### src/core/swp_pkg.sv
// Notes on behaviour
// - Four byte registers per port, 0x10 apart
// - Ingress filter drops frames outside VID membership
// - Drop frames whose VID differs from default
// - Forced flow control overrides autonegotiation result
// - Ports 1,2 force bit reset from strap
// - Port 3 force bit inert, global bit rules
// - Back pressure enable, resets to zero
// - Transmit enable gates transmission, resets one
// - Receive enable gates reception, resets one
// - Learning disable stops source learning, resets zero
// - Tag high byte: priority, CFI, VID high
// - Tag low byte VID low, resets 0x01
// - Default tag for untagged ingress, egress tagging
// - Untagged or null VID looks up default
// - Limit mode selects counted frame classes
// - Count IFG adds twelve bytes per frame
// - Count preamble adds eight bytes per frame
package swp_pkg;
  // Port count and bus geometry
  localparam int          SWP_NUM_PORTS  = 3;
  localparam int          SWP_ADDR_W     = 8;
  localparam int          SWP_LEN_W      = 16;
  // Register indices; byte address is four times the index
  localparam logic [5:0]  SWP_IDX_P1_CTRL2 = 6'h12;
  localparam logic [5:0]  SWP_IDX_P1_TAGHI = 6'h13;
  localparam logic [5:0]  SWP_IDX_P1_TAGLO = 6'h14;
  localparam logic [5:0]  SWP_IDX_P1_CTRL5 = 6'h15;
  localparam logic [5:0]  SWP_IDX_P2_CTRL2 = 6'h22;
  localparam logic [5:0]  SWP_IDX_P2_TAGHI = 6'h23;
  localparam logic [5:0]  SWP_IDX_P2_TAGLO = 6'h24;
  localparam logic [5:0]  SWP_IDX_P2_CTRL5 = 6'h25;
  localparam logic [5:0]  SWP_IDX_P3_CTRL2 = 6'h32;
  localparam logic [5:0]  SWP_IDX_P3_TAGHI = 6'h33;
  localparam logic [5:0]  SWP_IDX_P3_TAGLO = 6'h34;
  localparam logic [5:0]  SWP_IDX_P3_CTRL5 = 6'h35;
  // Register slot within a port (low nibble of the index)
  localparam logic [3:0]  SWP_SLOT_CTRL2 = 4'h2;
  localparam logic [3:0]  SWP_SLOT_TAGHI = 4'h3;
  localparam logic [3:0]  SWP_SLOT_TAGLO = 4'h4;
  localparam logic [3:0]  SWP_SLOT_CTRL5 = 4'h5;
  // Filter and flow control byte fields
  localparam int          SWP_BIT_VLAN_FILT = 6;
  localparam int          SWP_BIT_NON_DEFVID = 5;
  localparam int          SWP_BIT_FORCE_FC  = 4;
  localparam int          SWP_BIT_BACKPRESS = 3;
  localparam int          SWP_BIT_TX_EN     = 2;
  localparam int          SWP_BIT_RX_EN     = 1;
  localparam int          SWP_BIT_LEARN_DIS = 0;
  // Rate count mode byte fields
  localparam int          SWP_BIT_LIMIT_HI  = 3;
  localparam int          SWP_BIT_LIMIT_LO  = 2;
  localparam int          SWP_BIT_CNT_IFG   = 1;
  localparam int          SWP_BIT_CNT_PRE   = 0;
  // Reset values; force bit is overlaid from the strap
  localparam logic [7:0]  SWP_CTRL2_RST = 8'h06;
  localparam logic [7:0]  SWP_TAGHI_RST = 8'h00;
  localparam logic [7:0]  SWP_TAGLO_RST = 8'h01;
  localparam logic [7:0]  SWP_CTRL5_RST = 8'h00;
  // Extra bytes added to rate accounting
  localparam logic [15:0] SWP_IFG_BYTES = 16'h000c;
  localparam logic [15:0] SWP_PRE_BYTES = 16'h0008;
  // Null VID value
  localparam logic [11:0] SWP_NULL_VID  = 12'h000;

  // Ingress limit frame classes
  typedef enum logic [1:0] {
    SWP_LIM_ALL   = 2'b00,
    SWP_LIM_FLOOD = 2'b01,
    SWP_LIM_MCAST = 2'b10,
    SWP_LIM_BCAST = 2'b11
  } swp_limit_t;

  // Bus slave states
  typedef enum logic [1:0] {
    SWP_ST_IDLE   = 2'b01,
    SWP_ST_ACCESS = 2'b10
  } swp_state_t;
endpackage : swp_pkg

### src/core/swp_port_regs.sv
`timescale 1ns/10ps
// One port's four control bytes
module swp_port_regs
  import swp_pkg::*;
(
  input  wire logic       mclk,
  input  wire logic       rst_n,
  input  wire logic       forceStrap,
  input  wire logic       wrEn,
  input  wire logic [3:0] wrSlot,
  input  wire logic [7:0] wrData,
  output logic      [7:0] ctrl2,
  output logic      [7:0] tagHigh,
  output logic      [7:0] tagLow,
  output logic      [7:0] ctrl5
);
  // Filter and flow byte; force bit follows the strap while reset is held
  always_ff @(posedge mclk)
  begin
    if (!rst_n)
      ctrl2 <= SWP_CTRL2_RST | {3'h0, forceStrap, 4'h0};
    else if (wrEn && wrSlot == SWP_SLOT_CTRL2)
      ctrl2 <= wrData;
  end

  // Default tag bytes
  always_ff @(posedge mclk)
  begin
    if (!rst_n)
    begin
      tagHigh <= SWP_TAGHI_RST;
      tagLow  <= SWP_TAGLO_RST;
    end
    else if (wrEn && wrSlot == SWP_SLOT_TAGHI)
      tagHigh <= wrData;
    else if (wrEn && wrSlot == SWP_SLOT_TAGLO)
      tagLow <= wrData;
  end

  // Rate count mode byte
  always_ff @(posedge mclk)
  begin
    if (!rst_n)
      ctrl5 <= SWP_CTRL5_RST;
    else if (wrEn && wrSlot == SWP_SLOT_CTRL5)
      ctrl5 <= wrData;
  end
endmodule : swp_port_regs

### src/core/swp_frame_check.sv
`timescale 1ns/10ps
// Per-port ingress decision and byte accounting, combinational
module swp_frame_check
  import swp_pkg::*;
#(
  parameter int PORT_ID = 0
)
(
  input  wire logic [7:0]  ctrl2,
  input  wire logic [7:0]  tagHigh,
  input  wire logic [7:0]  tagLow,
  input  wire logic [7:0]  ctrl5,
  input  wire logic        rxTagged,
  input  wire logic [11:0] rxVid,
  input  wire logic [2:0]  vlanMember,
  input  wire logic        isBcast,
  input  wire logic        isMcast,
  input  wire logic        isFlood,
  input  wire logic [15:0] rxLen,
  input  wire logic [15:0] txLen,
  output logic             drop,
  output logic      [11:0] effVid,
  output logic             counted,
  output logic      [15:0] rxAcct,
  output logic      [15:0] txAcct
);
  logic [11:0] defaultVid; // VID part of the default tag
  logic [15:0] extra;      // Gap and preamble bytes per frame
  swp_limit_t  mode;       // Selected limit class

  assign defaultVid = {tagHigh[3:0], tagLow};
  assign mode       = swp_limit_t'(ctrl5[SWP_BIT_LIMIT_HI:SWP_BIT_LIMIT_LO]);

  // Lookup VID: default for untagged or null-tagged frames
  always_comb
  begin
    if (!rxTagged || rxVid == SWP_NULL_VID)
      effVid = defaultVid;
    else
      effVid = rxVid;
  end

  // Drop decision
  always_comb
  begin
    drop = 1'b0;
    if (!ctrl2[SWP_BIT_RX_EN])
      drop = 1'b1;
    if (ctrl2[SWP_BIT_VLAN_FILT] && !vlanMember[PORT_ID])
      drop = 1'b1;
    if (ctrl2[SWP_BIT_NON_DEFVID] && effVid != defaultVid)
      drop = 1'b1;
  end

  // Frame class selection for ingress limiting
  always_comb
  begin
    case (mode)
      SWP_LIM_ALL:   counted = 1'b1;
      SWP_LIM_FLOOD: counted = isBcast | isMcast | isFlood;
      SWP_LIM_MCAST: counted = isBcast | isMcast;
      SWP_LIM_BCAST: counted = isBcast;
      default:       counted = 1'b1;
    endcase
  end

  // Extra accounting bytes
  always_comb
  begin
    extra = 16'h0000;
    if (ctrl5[SWP_BIT_CNT_IFG])
      extra = extra + SWP_IFG_BYTES;
    if (ctrl5[SWP_BIT_CNT_PRE])
      extra = extra + SWP_PRE_BYTES;
  end

  assign rxAcct = rxLen + extra;
  assign txAcct = txLen + extra;
endmodule : swp_frame_check

### src/core/swp_port_ctrl.sv
`timescale 1ns/10ps
// Per-port control register bank for the three-port switch, APB slave
module swp_port_ctrl
  import swp_pkg::*;
(
  input  wire logic                                mclk,
  input  wire logic                                rst_n,
  // APB slave
  input  wire logic                                psel,
  input  wire logic                                penable,
  input  wire logic                                pwrite,
  input  wire logic [SWP_ADDR_W-1:0]               paddr,
  input  wire logic [31:0]                         pwdata,
  output logic      [31:0]                         prdata,
  output logic                                     pready,
  output logic                                     pslverr,
  // Straps and flow control sources
  input  wire logic                                firstPortFlowForceStrap,
  input  wire logic                                secondPortFlowForceStrap,
  input  wire logic                                port3GlobalFlowCtrl,
  input  wire logic [SWP_NUM_PORTS-1:0]            anFlowCtrl,
  // Ingress frame descriptors
  input  wire logic [SWP_NUM_PORTS-1:0]            rxFrameValid,
  input  wire logic [SWP_NUM_PORTS-1:0]            rxTagged,
  input  wire logic [SWP_NUM_PORTS-1:0][11:0]      rxVid,
  input  wire logic [SWP_NUM_PORTS-1:0][2:0]       rxVlanMember,
  input  wire logic [SWP_NUM_PORTS-1:0]            rxBcast,
  input  wire logic [SWP_NUM_PORTS-1:0]            rxMcast,
  input  wire logic [SWP_NUM_PORTS-1:0]            rxFlood,
  input  wire logic [SWP_NUM_PORTS-1:0][15:0]      rxFrameLen,
  // Egress frame requests
  input  wire logic [SWP_NUM_PORTS-1:0]            txFrameReq,
  input  wire logic [SWP_NUM_PORTS-1:0][15:0]      txFrameLen,
  // Ingress decisions
  output logic      [SWP_NUM_PORTS-1:0]            rxDrop,
  output logic      [SWP_NUM_PORTS-1:0]            rxAccept,
  output logic      [SWP_NUM_PORTS-1:0][11:0]      lookupVid,
  output logic      [SWP_NUM_PORTS-1:0]            learnEnable,
  output logic      [SWP_NUM_PORTS-1:0]            rateCounted,
  output logic      [SWP_NUM_PORTS-1:0][15:0]      rxAccountLen,
  // Egress decisions
  output logic      [SWP_NUM_PORTS-1:0]            txGrant,
  output logic      [SWP_NUM_PORTS-1:0][15:0]      txAccountLen,
  output logic      [SWP_NUM_PORTS-1:0][15:0]      egressTag,
  // Port level settings
  output logic      [SWP_NUM_PORTS-1:0]            fdxFlowCtrlEn,
  output logic      [SWP_NUM_PORTS-1:0]            backPressureEn,
  output logic      [SWP_NUM_PORTS-1:0]            txEnable,
  output logic      [SWP_NUM_PORTS-1:0]            rxEnable,
  output logic      [SWP_NUM_PORTS-1:0]            learnDisable
);
  // Bus slave state
  swp_state_t state;

  // Address decode
  logic [5:0]  regIndex;   // Word index taken from the byte address
  logic [3:0]  regSlot;    // Register slot within a port
  logic [1:0]  portNum;    // One-based port number from the index
  logic [1:0]  portSel;    // Zero-based port
  logic        addrHit;    // Address maps onto a register
  logic        wrStrobe;   // Write takes effect this edge
  logic [7:0]  rdByte;     // Selected register byte

  // Register contents per port
  logic [SWP_NUM_PORTS-1:0][7:0]  ctrl2;
  logic [SWP_NUM_PORTS-1:0][7:0]  tagHigh;
  logic [SWP_NUM_PORTS-1:0][7:0]  tagLow;
  logic [SWP_NUM_PORTS-1:0][7:0]  ctrl5;

  // Combinational frame decisions per port
  logic [SWP_NUM_PORTS-1:0]       chkDrop;
  logic [SWP_NUM_PORTS-1:0][11:0] chkVid;
  logic [SWP_NUM_PORTS-1:0]       chkCounted;
  logic [SWP_NUM_PORTS-1:0][15:0] chkRxAcct;
  logic [SWP_NUM_PORTS-1:0][15:0] chkTxAcct;
  logic [SWP_NUM_PORTS-1:0]       strap;

  // Index is the byte address divided by four
  assign regIndex = paddr[SWP_ADDR_W-1:2];
  assign regSlot  = regIndex[3:0];
  assign portNum  = regIndex[5:4];
  assign portSel  = portNum - 2'd1;

  // Only aligned word addresses of the twelve registers hit
  always_comb
  begin
    addrHit = 1'b0;
    if (paddr[1:0] == 2'b00 && portNum != 2'd0 &&
        regSlot >= SWP_SLOT_CTRL2 && regSlot <= SWP_SLOT_CTRL5)
      addrHit = 1'b1;
  end

  // Read mux over the selected port's bytes
  always_comb
  begin
    rdByte = 8'h00;
    if (addrHit)
    begin
      case (regSlot)
        SWP_SLOT_CTRL2: rdByte = ctrl2[portSel];
        SWP_SLOT_TAGHI: rdByte = tagHigh[portSel];
        SWP_SLOT_TAGLO: rdByte = tagLow[portSel];
        SWP_SLOT_CTRL5: rdByte = ctrl5[portSel];
        default:        rdByte = 8'h00;
      endcase
    end
  end

  // Write lands at the access edge while pready is high
  assign wrStrobe = (state == SWP_ST_ACCESS) && psel && penable && pwrite && addrHit;

  // APB handshake: no wait states, answer registered at the setup edge
  always_ff @(posedge mclk)
  begin
    if (!rst_n)
    begin
      state   <= SWP_ST_IDLE;
      pready  <= 1'b0;
      prdata  <= 32'h0000_0000;
      pslverr <= 1'b0;
    end
    else
    begin
      case (state)
        SWP_ST_IDLE:
        begin
          // Setup phase seen: prepare answer for the access phase
          if (psel && !penable)
          begin
            pready  <= 1'b1;
            prdata  <= pwrite ? 32'h0000_0000 : {24'h00_0000, rdByte};
            pslverr <= !addrHit;
            state   <= SWP_ST_ACCESS;
          end
          else
          begin
            pready  <= 1'b0;
            pslverr <= 1'b0;
          end
        end
        SWP_ST_ACCESS:
        begin
          // Access completes this edge; release the answer
          pready  <= 1'b0;
          pslverr <= 1'b0;
          state   <= SWP_ST_IDLE;
        end
        default:
        begin
          pready  <= 1'b0;
          pslverr <= 1'b0;
          state   <= SWP_ST_IDLE;
        end
      endcase
    end
  end

  // Strap per port; the third port has none
  assign strap = {1'b0, secondPortFlowForceStrap, firstPortFlowForceStrap};

  // Per-port register set and frame check
  for (genvar p = 0; p < SWP_NUM_PORTS; p++)
  begin : gPort
    // Register bytes, written only when this port is addressed
    swp_port_regs uRegs (
      .mclk       (mclk),
      .rst_n      (rst_n),
      .forceStrap (strap[p]),
      .wrEn       (wrStrobe && portSel == 2'(p)),
      .wrSlot     (regSlot),
      .wrData     (pwdata[7:0]),
      .ctrl2      (ctrl2[p]),
      .tagHigh    (tagHigh[p]),
      .tagLow     (tagLow[p]),
      .ctrl5      (ctrl5[p])
    );

    // Ingress decision and accounting
    swp_frame_check #(
      .PORT_ID (p)
    ) uCheck (
      .ctrl2      (ctrl2[p]),
      .tagHigh    (tagHigh[p]),
      .tagLow     (tagLow[p]),
      .ctrl5      (ctrl5[p]),
      .rxTagged   (rxTagged[p]),
      .rxVid      (rxVid[p]),
      .vlanMember (rxVlanMember[p]),
      .isBcast    (rxBcast[p]),
      .isMcast    (rxMcast[p]),
      .isFlood    (rxFlood[p]),
      .rxLen      (rxFrameLen[p]),
      .txLen      (txFrameLen[p]),
      .drop       (chkDrop[p]),
      .effVid     (chkVid[p]),
      .counted    (chkCounted[p]),
      .rxAcct     (chkRxAcct[p]),
      .txAcct     (chkTxAcct[p])
    );
  end

  // Port level settings registered out; new values act on the next edge
  always_ff @(posedge mclk)
  begin
    if (!rst_n)
    begin
      fdxFlowCtrlEn  <= '0;
      backPressureEn <= '0;
      txEnable       <= '0;
      rxEnable       <= '0;
      learnDisable   <= '0;
      egressTag      <= '0;
    end
    else
    begin
      for (int i = 0; i < SWP_NUM_PORTS; i++)
      begin
        // Third port ignores its force bit and follows the global setting
        if (i == SWP_NUM_PORTS - 1)
          fdxFlowCtrlEn[i] <= port3GlobalFlowCtrl;
        else
          fdxFlowCtrlEn[i] <= ctrl2[i][SWP_BIT_FORCE_FC] | anFlowCtrl[i];
        backPressureEn[i] <= ctrl2[i][SWP_BIT_BACKPRESS];
        txEnable[i]       <= ctrl2[i][SWP_BIT_TX_EN];
        rxEnable[i]       <= ctrl2[i][SWP_BIT_RX_EN];
        learnDisable[i]   <= ctrl2[i][SWP_BIT_LEARN_DIS];
        egressTag[i]      <= {tagHigh[i], tagLow[i]};
      end
    end
  end

  // Ingress results, one cycle after the descriptor
  always_ff @(posedge mclk)
  begin
    if (!rst_n)
    begin
      rxDrop       <= '0;
      rxAccept     <= '0;
      lookupVid    <= '0;
      learnEnable  <= '0;
      rateCounted  <= '0;
      rxAccountLen <= '0;
    end
    else
    begin
      for (int i = 0; i < SWP_NUM_PORTS; i++)
      begin
        // Pulses only for a valid descriptor
        rxDrop[i]       <= rxFrameValid[i] & chkDrop[i];
        rxAccept[i]     <= rxFrameValid[i] & ~chkDrop[i];
        lookupVid[i]    <= chkVid[i];
        // Learning only on accepted frames with learning left on
        learnEnable[i]  <= rxFrameValid[i] & ~chkDrop[i] & ~ctrl2[i][SWP_BIT_LEARN_DIS];
        rateCounted[i]  <= rxFrameValid[i] & ~chkDrop[i] & chkCounted[i];
        rxAccountLen[i] <= chkRxAcct[i];
      end
    end
  end

  // Egress grants, gated by transmit enable
  always_ff @(posedge mclk)
  begin
    if (!rst_n)
    begin
      txGrant      <= '0;
      txAccountLen <= '0;
    end
    else
    begin
      for (int i = 0; i < SWP_NUM_PORTS; i++)
      begin
        txGrant[i]      <= txFrameReq[i] & ctrl2[i][SWP_BIT_TX_EN];
        txAccountLen[i] <= chkTxAcct[i];
      end
    end
  end
endmodule : swp_port_ctrl

### config.mk
export PLATFORM = sky130hd
export DESIGN_NAME = swp_port_ctrl
export DESIGN_NICKNAME = d
export VERILOG_FILES = /design/src/core/swp_pkg.sv /design/src/core/swp_port_regs.sv /design/src/core/swp_frame_check.sv /design/src/core/swp_port_ctrl.sv
export SDC_FILE = /design/constraint.sdc
export NUM_CORES = 1
export LEC_CHECK = 0
export ABC_CLOCK_PERIOD_IN_PS = 2700
export BUFFER_PORTS_ARGS = -buffer_cell sky130_fd_sc_hd__buf_2
export CORE_MARGIN = 2
export CORE_UTILIZATION = 45
export DETAILED_ROUTE_END_ITERATION = 10
export GPL_TIMING_DRIVEN = 0
export PLACE_DENSITY_LB_ADDON = 0.12
export SLEW_MARGIN = 20
export SYNTH_ARGS = -nofsm -noshare
export SYNTH_HDL_FRONTEND = slang
export SYNTH_SLANG_ARGS = --single-unit
### constraint.sdc
create_clock -name mclk -period 2.7 [get_ports mclk]
set_clock_uncertainty 0.15 [all_clocks]
set_input_delay 0.135 -clock mclk [delete_from_list [all_inputs] [get_ports mclk]]
set_output_delay 0.135 -clock mclk [all_outputs]
set_load 0.05 [all_outputs]
==> Yosys cells after proc, flatten, opt, wreduce, memory -nomap -nowiden <==
Cells that the tools add are included.
{ "classes": {"addsub": 10, "order_cmp": 3, "eq_ne": 22, "mux": 38, "bitwise": 32, "n_reduce_logical": 55} }
{ "op_table": {"columns": ["operator", "count"], "rows": [
  ["16-bit adder", 6],
  ["8-bit binary-select mux with 2-bit select", 4],
  ["16-bit 2-to-1 mux", 3],
  ["8-bit 2-to-1 mux", 6],
  ["12-bit zero test", 3],
  ["12-bit 2-to-1 mux", 3],
  ["12-bit inequality test", 3],
  ["8-bit one-hot mux with 4 select lines", 1],
  ["1-bit logical AND", 29],
  ["5-bit 2-to-1 mux", 4],
  ["2-bit == test, second input constant", 8],
  ["4-bit by 4-bit adder with 5-bit output, second input constant", 3],
  ["1-bit bitwise AND", 15],
  ["4-bit 2-to-1 mux", 3],
  ["1-bit one-hot mux with 4 select lines", 3],
  ["1-bit 2-to-1 mux", 11],
  ["2-bit by 1-bit == test with 1-bit output, second input constant", 5],
  ["2-bit zero test", 5],
  ["2-bit AND reduction", 5],
  ["1-bit NOT", 9],
  ["4-bit by 2-bit == test with 1-bit output, second input constant", 2],
  ["4-bit by 3-bit == test with 1-bit output, second input constant", 2],
  ["1-bit zero test", 8],
  ["1-bit OR", 8],
  ["8 further kinds", 11]
]} }
{ "word_totals": {"reg_bits": 342, "input_bits": 210, "output_inout_bits": 244, "word_cells": 200} }

==> Logic depth before layout (Yosys ltp) <==
Gate-level depths: netlist (run 1).
{ "logic_depth": {"depth_word": 10, "depth_mapped": 9, "mapped_depth_nobuf": 6} }

==> Hierarchy <==
From an unflattened synthesis (run 1), not the netlist that was laid out.
{ "hier_totals": {"cells_unflattened": 1366, "area_unflattened_um2": 13882.1} }
{ "modules_own_cells": {"columns": ["mod", "instances", "cells_each", "area_per_inst_um2", "seq_area_each_um2"], "rows": [
  ["swp_port_ctrl", 1, 634, 7309.5, 4444.3],
  ["swp_port_regs", 3, 123, 1226.2, 650.6],
  ["swp_frame_check", 3, 121, 964.7, 0.0]
]} }

==> Least setup slack after synthesis (run 1) <==
No wires, ideal clock.
{ "synth_path": {"path_kind": "in2reg", "start": "in paddr[6]", "end": "reg prdata[6]", "setup_ps": 87, "arrival_ps": 2085, "required_time_ps": 2463, "slack_ps": 378, "cell_stages": 9, "path_cell_list": "clkbuf_1 -> inv_1 -> ha_1 -> buf_2 -> or4b_1 -> clkbuf_1 -> o221ai_1 -> nor2_1 -> o31ai_1"} }
{ "synth_via": {"elab_chain_len": 7, "word_cells_on_any_way": 17, "classes_between": "add/sub: 1; mux: 12; reduce/logical: 4"} }
{ "synth_lines": {"columns": ["item", "line_no", "text"], "rows": [
  ["start, declared", "swp_port_ctrl.sv:12", "input wire logic [SWP_ADDR_W-1:0] paddr,"],
  ["branches (longest 5 deep; another with 2-bit by 1-bit subtractor with 2-bit output)", null, null],
  ["8-bit 2-to-1 mux (*)", "swp_port_ctrl.sv:97", "if (addrHit)"],
  ["8-bit 2-to-1 mux (*)", "swp_port_ctrl.sv:131", "prdata <= pwrite ? 32'h0000_0000 : {24'h00_0000, rdByte};"],
  ["end signal, assigned", "swp_port_ctrl.sv:131", null],
  ["end, declared", "swp_port_ctrl.sv:14", "output logic [31:0] prdata,"]
]} }
Every way passes the cells marked *. The select of a mux whose other input is x is not followed.
A chain may end at the register's enable or synchronous reset.

==> Worst setup path in the final report (run 1) <==
{ "layout_path": {"start": "in rxVid[34] (netlist bit)", "end": "reg rxDrop[2]"} }
{ "layout_via": {"elab_chain_len": 7} }
{ "layout_lines": {"columns": ["item", "line_no", "text"], "rows": [
  ["start, declared", "swp_port_ctrl.sv:25", "input wire logic [SWP_NUM_PORTS-1:0][11:0] rxVid,"],
  ["12-bit zero test", "swp_frame_check.sv:37", "if (!rxTagged || rxVid == SWP_NULL_VID)"],
  ["1-bit logical OR", "swp_frame_check.sv:37", null],
  ["12-bit 2-to-1 mux (*)", "swp_frame_check.sv:37", null],
  ["12-bit inequality test (*)", "swp_frame_check.sv:51", "if (ctrl2[SWP_BIT_NON_DEFVID] && effVid != defaultVid)"],
  ["1-bit logical AND (*)", "swp_frame_check.sv:51", null],
  ["1-bit 2-to-1 mux (*)", "swp_frame_check.sv:51", null],
  ["1-bit bitwise AND (*)", "swp_port_ctrl.sv:249", "rxDrop[i] <= rxFrameValid[i] & chkDrop[i];"],
  ["end signal, assigned by index", "swp_port_ctrl.sv:249", null],
  ["end, declared", "swp_port_ctrl.sv:35", "output logic [SWP_NUM_PORTS-1:0] rxDrop,"]
]} }
Mark *: on every way between the ends. The rest lies on a longest branch, timed or not.

==> reports/qor.yml, run 1 <==
final_layout:
  multi_input_area_um2: 6210
  postLayoutCoreUtil: 0.665
  ff_latch_area_um2: 6400
  drive_gt1_frac: 0.254
  nFillCells: 2344
  final_common_cell: "buf_2"
  syn2layout_area_growth_pct: 45.4
  final_cell_mix: "buf_2 (404), dfxtp_1 (311), dlygate4sd3_1 (216), nand2_1 (186), mux2i_1 (133)"
  final_nets: 2274
logic_synthesis:
  yosys.area.top_type_share: 0.482
  ys.flop_type: "dfxtp_1"
  synthSimpleGateAreaFrac: 0.181
  ys_seq_area_frac: 0.486
  synth.area.mux_share: 0.101
  ys_ff_latch: 318
  synth-compound-area-share: 0.0910
  yosysTopAreaCell: "dfxtp_1"
  synth_top_family_by_area: "simple AND/OR/NAND/NOR gates"
  avgSynthCellArea_um2: 9.66
  synth-edff-count: 2
  synthesis.area_um2: 13100
  ys_warn_count: 0
  synth_cells: 1360
  synth-async-reset-ratio: 0
  synth_fa_ha_area_frac: 0.0330
  synth_xor_area_frac: 0.0554
  ys_types: 63
  ys_top_cells_by_area: "dfxtp_1 (48%), mux2i_1 (10%), nand2_1 (5.3%)"
die:
  core_um2: 28700
  die_x_um: 175
  initial_utilization: 0.458
  die_area_um2: 30600
  ioPinCount: 454
  rows: 62
  die_h_um: 175
routing:
  ant_nets: 0
  routed_wl_um: 48400
  wl_per_cell_um: 19.8
  num_vias: 12700
  drc: 0
  drt_first_pass_iters: 7
  vias_per_cell: 5.20
  drtIter0Drc: 712
min_path:
  hold_depth: 4
  min_from: "rxTagged[0]"
  hold_path_class: "in -> reg"
placement:
  portBuffers: 396
  dp_hpwl_um: 34200
  gp_congestion: 0.895
setup_path:
  crit_family: "buffers and inverters"
  slowest_delay_ns: 0.58
  crit_top_cell: "dlygate4sd3_1"
  worstSetupEndpointType: "flip-flop"
  crit_path_start: "rxVid[34]"
  crit_arrival_ns: 2.88
  cp_cell_sequence: "dlygate4sd3_1 -> buf_2 -> or4_1 -> o31ai_4 -> a311oi_2 -> o211a_1 -> dlygate4sd3_1"
  worstPathBufferInverterCount: 3
  crit_slowest_cell: "or4_1"
  r2r_cells: 7
  crit_type: "in -> reg"
  cp.depth: 7
  crit_fanout: 4
  cp-start-kind: "input port"
  critical_path_required_ns: 2.94
  r2r_start: "gPort[0].uRegs.ctrl5[1]$_SDFFE_PN0P_"
clock_network:
  htreeDepth: 2
  root_buffer: "clkbuf_16"
  clk_pin_slew_worst_paths_ns: 0.06
  clockBufferDepth: 3
  cts.sink_count: 318
  cts_tree: "yes"
  clk_latency_ns: 0.52
  cts_inserted_buffers: 36
  post-cts-setup-buffers: 0
timing:
  max_slew_margin: 0.284
  drv_slew: 0
  timing.hold.ws_ns: 0.0293
  hold_viol_final: 0
  worst_slew_pin_slew_ns: 1.07
  setup-violations-final: 0
  rsz0062_at_grt: "no"
  fin_crit_sh: 0.977
  period_minus_slack_ns: 2.64
  fmax_ghz: 0.379
outcome:
  status: "complete, no violations"
global_routing:
  grt_pass1_wl_um: 72400
  antenna_found_initial: 1
  gr-total-overflow: 0
  grt_max_degree: 14
  grt_usage: 0.308
  grt_pass1_vias: 12700
power:
  ir_worst_vdd_uv: 406
  pwr_density_cell_nw_per_um2: 597
  power.leakage_nw: 9.43
  p_total_mw: 11.4
run:
  cap_violations: 0
==> through the flow <==
step           TNS [ns]  setup slack, ns  std cells  instance area (µm²)
3_3_place_gp     -21.84           -0.433       2163                15700
5_1_grt               0          0.00911       2439                19100
2_1_floorplan         0            0.378       1383                13200
6_report              0           0.0613       2440                19100
3_5_place_dp     -19.30           -0.459       2163                15700
4_1_cts               0           0.0379       2438                19000
==> worst min-delay path, stage by stage <==
cell      delay [ns]
buf_2           0.12
o31ai_4         0.08
a311oi_1        0.13
nor3_1          0.18
==> cells in the mapped netlist, types with 19 or more instances <==
master / count
a21oi_1: 51
dfxtp_1: 316
xor2_1: 59
mux2i_1: 133
and2_1: 40
clkbuf_1: 42
o21ai_0: 21
nor2_1: 88
nand3_1: 19
inv_1: 66
nand2_1: 186
ha_1: 25
xnor2_1: 24
nand4_1: 20
buf_4: 25
==> cell families after synthesis <==
kind of cell / Yosys count
adders and majority gates: 31
and+or+nand+nor: 470
DFF: 318
buffers and inverters: 152
other: 1
xor gates and xnor gates: 83
muxes: 133
AOI/OAI and AO/OA: 172
==> state kept, by name (all words and copies together), names as in the netlist, 24 cells and up <==
signal and count:
gPort.uRegs.tagHigh 24, rxAccountLen 48, egressTag 48, gPort.uRegs.tagLow 24, gPort.uRegs.ctrl5 24, gPort.uRegs.ctrl2 24, txAccountLen 48, lookupVid 36
==> path summary, 6_finish.rpt <==
path / slack, ns / to
worst max register to register: 0.07 / rxAccountLen[8]$_SDFF_PN0_
worst min-delay path: 0.03 / learnEnable[0]$_SDFF_PN0_
worst min register to register: 0.31 / gPort[1].uRegs.ctrl5[4]$_SDFFE_PN0P_
worst max-delay path: 0.06 / rxDrop[2]$_SDFF_PN0_
==> power breakdown <==
part,total [mW],internal (mW),switching [mW]
sequential,4.85,4.82,0.0344
clock,4.91,2.97,1.95
combinational,1.64,0.568,1.07
total,11.4,8.36,3.05
==> metal layers <==
layer	routed length (µm)	global-route usage
met5	0	0
met4	2440	0.146
met3	3370	0.0627
met2	23400	0.537
met1	19200	0.363
==> cell type report <==
| type | instances | area share |
|---|---|---|
| timing repair buffer | 612 | 0.217 |
| sequential | 318 | 0.335 |
| antenna | 1 | 0.000131 |
| buffer | 85 | 0.0226 |
| multi-input combinational | 913 | 0.325 |
| clock buffer | 53 | 0.0569 |
| tap | 384 | 0.0252 |
| inverter | 67 | 0.0132 |
| clock inverter | 7 | 0.00485 |
==> what timing repair did <==
| item | 4_1_cts | 5_1_grt |
|---|---|---|
| pin swaps | 0 | 1 |
| endpoints found under the setup margin | 1 | 54 |
| hold buffers | 215 | 1 |
| gates resized for setup | 1 | 17 |
| endpoints found under the hold margin | 179 | 1 |
No activity file was read; power rests on OpenSTA's default activity.
==> run 2: changes to the inputs <==
--- a/config.mk
+++ b/config.mk
@@ -8,7 +8,7 @@
 export ABC_CLOCK_PERIOD_IN_PS = 2700
 export BUFFER_PORTS_ARGS = -buffer_cell sky130_fd_sc_hd__buf_2
 export CORE_MARGIN = 2
-export CORE_UTILIZATION = 45
+export CORE_UTILIZATION = 30
 export DETAILED_ROUTE_END_ITERATION = 10
 export GPL_TIMING_DRIVEN = 0
 export PLACE_DENSITY_LB_ADDON = 0.12
==> reports/qor.yml, run 2 (synthesis gave the netlist of run 1 again) <==
die:
  ioPinCount: 454
  die_x_um: 213
  initial_utilization: 0.304
  rows: 76
  core_um2: 43200
  die_area_um2: 45500
  die_h_um: 213
clock_network:
  clk_latency_ns: 0.55
  cts.sink_count: 318
  root_buffer: "clkbuf_16"
  cts_inserted_buffers: 38
  htreeDepth: 2
  clockBufferDepth: 3
  post-cts-setup-buffers: 0
  cts_tree: "yes"
  clk_pin_slew_worst_paths_ns: 0.06
setup_path:
  r2r_start: "gPort[2].uRegs.ctrl5[1]$_SDFFE_PN0P_"
  cp-start-kind: "input port"
  crit_type: "in -> reg"
  critical_path_required_ns: 2.98
  worstSetupEndpointType: "flip-flop"
  crit_arrival_ns: 2.90
  crit_path_start: "rxVid[1]"
  crit_fanout: 4
routing:
  routed_wl_um: 53200
  ant_nets: 0
  num_vias: 12400
  wl_per_cell_um: 20.0
  drt_first_pass_iters: 4
  drc: 0
  drtIter0Drc: 655
  vias_per_cell: 4.66
power:
  pwr_density_cell_nw_per_um2: 602
  ir_worst_vdd_uv: 340
  power.leakage_nw: 9.53
  p_total_mw: 11.8
run:
  cap_violations: 0
placement:
  portBuffers: 396
  gp_congestion: 0.829
  numPlacedInstances: 2364
  dp_hpwl_um: 39200
  place_ws_ns: -0.507
  dpl_cell_area_um2: 15900
timing:
  worst_slew_pin_slew_ns: 1.09
  worst_slack_ns: 0.0755
  max_slew_margin: 0.269
  hold_viol_final: 0
  rsz0062_at_grt: "no"
  setup-violations-final: 0
  fmax_ghz: 0.381
  fin_crit_sh: 0.972
  timing.hold.ws_ns: 0.0475
  drv_slew: 0
  period_minus_slack_ns: 2.62
  tns_ns: 0
final_layout:
  design_area_um2: 19500
  final_nets: 2286
  syn2layout_area_growth_pct: 48.7
  layout.cells.non_filler: 2664
  largestRegisters: "egressTag (48), rxAccountLen (48), txAccountLen (48)"
  drive_gt1_frac: 0.256
  final_cell_mix: "buf_2 (404), dfxtp_1 (311), dlygate4sd3_1 (226), nand2_1 (186), mux2i_1 (133)"
  final_common_cell: "buf_2"
  postLayoutCoreUtil: 0.452
global_routing:
  grt_pass1_wl_um: 76600
  grt_max_degree: 14
  grt_pass1_vias: 12600
  antenna_found_initial: 7
  grt_usage: 0.228
  gr-total-overflow: 0
min_path:
  hold_path_class: "in -> reg"
  min_from: "rst_n"
outcome:
  status: "complete, no violations"
run 2: final timing paths:
| check | depth (start not counted) | slack, ns | to |
|---|---|---|---|
| worst max-delay path | 7 | 0.08 | rxDrop[0]$_SDFF_PN0_ |
| worst min-delay path | 3 | 0.05 | txAccountLen[30]$_SDFF_PN0_ |
| worst max register to register | 6 | 0.14 | txAccountLen[37]$_SDFF_PN0_ |
| worst min register to register | 2 | 0.30 | prdata[1]$_SDFFE_PN0P_ |
run 2: worst max-delay path, stage by stage:
cell           delay (ns)
dlygate4sd3_1        0.55
buf_2                0.15
or4_1                0.55
o31ai_2              0.50
a311oi_2             0.19
o211a_1              0.27
dlygate4sd3_1        0.56
run 2: routing by layer:
layer / vias up / routed length (µm) / track usage
li1: 6033 / - / -
met1: 5888 / 23000 / 0.282
met2: 409 / 25100 / 0.390
met3: 87 / 3390 / 0.0456
met4: 6 / 1750 / 0.0874
met5: - / 29 / 0
run 2: final cells by class:
type	instances	area (µm²)
repair buffers	622	4240
well taps	585	732
multi-input cells	913	6190
diodes	6	15.0
clock buffers	53	1110
clock inverters	15	166
inverters	67	251
fillers	4304	23600
plain buffers	85	433
flip-flops and latches	318	6390
run 2: repair_timing:
action	in CTS	in global routing
resized for setup	2	13
hold buffers	226	0
hold endpoints to repair	179	0
pin swaps	0	1
endpoints found under the setup margin	3	33
run 2: power by group:
part / switching, mW / internal, mW / leakage [nW]
logic: 1.09 / 0.576 / 6.29
registers: 0.0331 / 4.82 / 2.61
clock network: 2.07 / 3.17 / 0.628
==> run 3: changes to the inputs <==
--- a/config.mk
+++ b/config.mk
@@ -5,14 +5,16 @@
 export SDC_FILE = /design/constraint.sdc
 export NUM_CORES = 1
 export LEC_CHECK = 0
+export ABC_AREA = 1
 export ABC_CLOCK_PERIOD_IN_PS = 2700
 export BUFFER_PORTS_ARGS = -buffer_cell sky130_fd_sc_hd__buf_2
 export CORE_MARGIN = 2
-export CORE_UTILIZATION = 30
+export CORE_UTILIZATION = 39
 export DETAILED_ROUTE_END_ITERATION = 10
 export GPL_TIMING_DRIVEN = 0
 export PLACE_DENSITY_LB_ADDON = 0.12
 export SLEW_MARGIN = 20
 export SYNTH_ARGS = -nofsm -noshare
 export SYNTH_HDL_FRONTEND = slang
+export SYNTH_HIERARCHICAL = 1
 export SYNTH_SLANG_ARGS = --single-unit
==> reports/qor.yml, run 3 <==
outcome:
  status: "complete, no violations"
min_path:
  hold_depth: 5
  min_from: "rxFlood[1]"
  hold_path_class: "in -> reg"
  hold_path_end: "rateCounted[1]$_SDFF_PN0_"
placement:
  dp_hpwl_um: 40800
  place_ws_ns: -0.207
  gp_congestion: 0.925
  portBuffers: 385
logic_synthesis:
  yosys.area.top_type_share: 0.399
  synthesis.area_um2: 15800
  synth-edff-count: 3
  ys_warn_count: 6
  synth_cells: 2299
  ys_top_cells_by_area: "dfxtp_1 (40%), nand2_1 (16%), inv_1 (12%)"
  ys.flop_type: "dfxtp_1"
  avgSynthCellArea_um2: 6.88
  ys_ff_latch: 318
  synth.top_cells.by_count: "nand2_1 (680), inv_1 (491), dfxtp_1 (315), nor2_1 (222), nand4_1 (106)"
  ys_seq_area_frac: 0.405
  synth-async-reset-ratio: 0
  synth_most_common_cell: "nand2_1"
  ys_types: 41
  yosysTopAreaCell: "dfxtp_1"
clock_network:
  cts_inserted_buffers: 37
  clockBufferDepth: 3
  root_buffer: "clkbuf_16"
  cts.sink_count: 318
  cts_tree: "yes"
  htreeDepth: 2
  clk_latency_ns: 0.55
  clk_pin_slew_worst_paths_ns: 0.06
setup_path:
  crit_type: "in -> reg"
  critical_path_required_ns: 2.98
  cp-start-kind: "input port"
  worstSetupEndpointType: "flip-flop"
  r2r_end: "rxAccountLen[40]$_SDFF_PN0_"
  crit_fanout: 10
  r2r_cells: 9
  crit_arrival_ns: 2.89
  r2r_start: "gPort[2].uRegs/ctrl5[1]$_SDFFE_PN0P_"
  r2r_slack_ns: 0.16
timing:
  worst_slack_ns: 0.0920
  hold_viol_final: 0
  drv_slew: 0
  setup-violations-final: 0
  fin_crit_sh: 0.966
  period_minus_slack_ns: 2.61
  fmax_ghz: 0.383
  worst_slew_pin_slew_ns: 0.792
  max_slew_margin: 0.472
  tns_ns: 0
  timing.hold.ws_ns: 0.0475
global_routing:
  grt_usage: 0.253
  grt_pass1_vias: 15300
  grt_pass1_wl_um: 82500
  gr-total-overflow: 0
  antenna_found_initial: 0
  grt_max_degree: 15
die:
  initial_utilization: 0.396
  die_x_um: 205
  rows: 73
  die_h_um: 205
  die_area_um2: 42200
  core_um2: 39900
  ioPinCount: 454
final_layout:
  syn2layout_area_growth_pct: 38.0
  final_common_cell: "nand2_1"
  postLayoutCoreUtil: 0.546
  drive_gt1_frac: 0.218
  largestRegisters: "egressTag (48), rxAccountLen (48), txAccountLen (48)"
  final_cell_mix: "nand2_1 (673), inv_1 (490), buf_2 (413), dfxtp_1 (309), nor2_1 (219)"
  final_nets: 3182
  nFillCells: 3857
routing:
  routed_wl_um: 54700
  drt_first_pass_iters: 5
  wl_per_cell_um: 15.6
  drtIter0Drc: 972
  drc: 0
  vias_per_cell: 4.54
  num_vias: 15900
  ant_nets: 0
run:
  cap_violations: 0
power:
  ir_worst_vdd_uv: 378
  pwr_density_cell_nw_per_um2: 540
  power.leakage_nw: 12.3
## run 3: worst max-delay path by stage
stage | to | startpoint | slack, ns
final | rxDrop[2]$_SDFF_PN0_ | rxVid[34] | 0.09
after global routing | rxDrop[2]$_SDFF_PN0_ | rxVid[34] | -0.02
after global placement | gPort[0].uRegs/ctrl5[4]$_SDFFE_PN0P_ | paddr[6] | -0.18
after floorplan | gPort[1].uRegs/ctrl2[4]$_DFFE_PP_ | paddr[6] | 0.45
after detailed placement | gPort[0].uRegs/ctrl5[6]$_SDFFE_PN0P_ | paddr[6] | -0.21
after CTS | txAccountLen[7]$_SDFF_PN0_ | gPort[0].uRegs/ctrl5[1]$_SDFFE_PN0P_ | 0.03
## run 3: area by class of cell
| class | instances | area (µm²) | area share |
|---|---|---|---|
| Clock inverter | 14 | 136 | 0.00625 |
| Clock buffer | 53 | 1110 | 0.0508 |
| Tap cell | 525 | 657 | 0.0301 |
| Buffer | 113 | 729 | 0.0334 |
| Inverter | 505 | 1910 | 0.0876 |
| Timing Repair Buffer | 578 | 3850 | 0.177 |
| Antenna cell | 1 | 2.50 | 0.000115 |
| Sequential cell | 318 | 6410 | 0.294 |
| Multi-Input combinational cell | 1388 | 7010 | 0.321 |
## run 3: critical path, cell delays in order
cell and delay, ns:
dlygate4sd3_1 0.58, buf_2 0.16, nor2_1 0.10, nand2_1 0.09, nor2_4 0.14, nand2_4 0.11, buf_6 0.16, nand4_1 0.07
nand2_1 0.07, nor2_1 0.09, nand2_1 0.07, nor2_1 0.10, nand2_1 0.13, nand2_1 0.12, nand2_1 0.09, nand2_1 0.07
nor2_1 0.04, dlygate4sd3_1 0.56
## run 3: kinds of logic after synthesis
family                     share of synthesized area
and+or+nand+nor                                0.334
buffers and inverters                          0.167
adders and majority gates                     0.0274
xor gates and xnor gates                      0.0399
AOI/OAI and AO/OA                             0.0275
DFF                                            0.405
other                                       0.000237
## run 3: through the flow
step / power [mW] / cells / instance area (µm²)
floorplan: 6.01 / 2323 / 15900
detailed placement: 6.53 / 3233 / 18500
global placement: 6.52 / 3233 / 18500
CTS: 11.9 / 3488 / 21600
finish: 11.8 / 3495 / 21800
global route: 12.2 / 3494 / 21800
## run 3: repair_timing
item                                   4_1_cts  5_1_grt
hold buffers                               188        0
endpoints found under the hold margin      231        0
resized for setup                            3       39
pin swaps                                    0       13
setup endpoints to repair                    3       30
cloned                                       0        1
setup buffers                                0        9
## run 3: report_power, final
part / switching [mW] / internal [mW]
clock: 2.05 / 3.06
sequential: 0.0319 / 4.82
combinational: 1.23 / 0.581
total: 3.31 / 8.46
## run 3: metal layers
layer / track usage / share of wire / vias to the layer above
met4: 0.0853 / 0.030 / 0
met3: 0.0485 / 0.061 / 96
met1: 0.300 / 0.42 / 7205
li1: - / - / 8086
met2: 0.454 / 0.49 / 488
met5: 0 / 0 / -
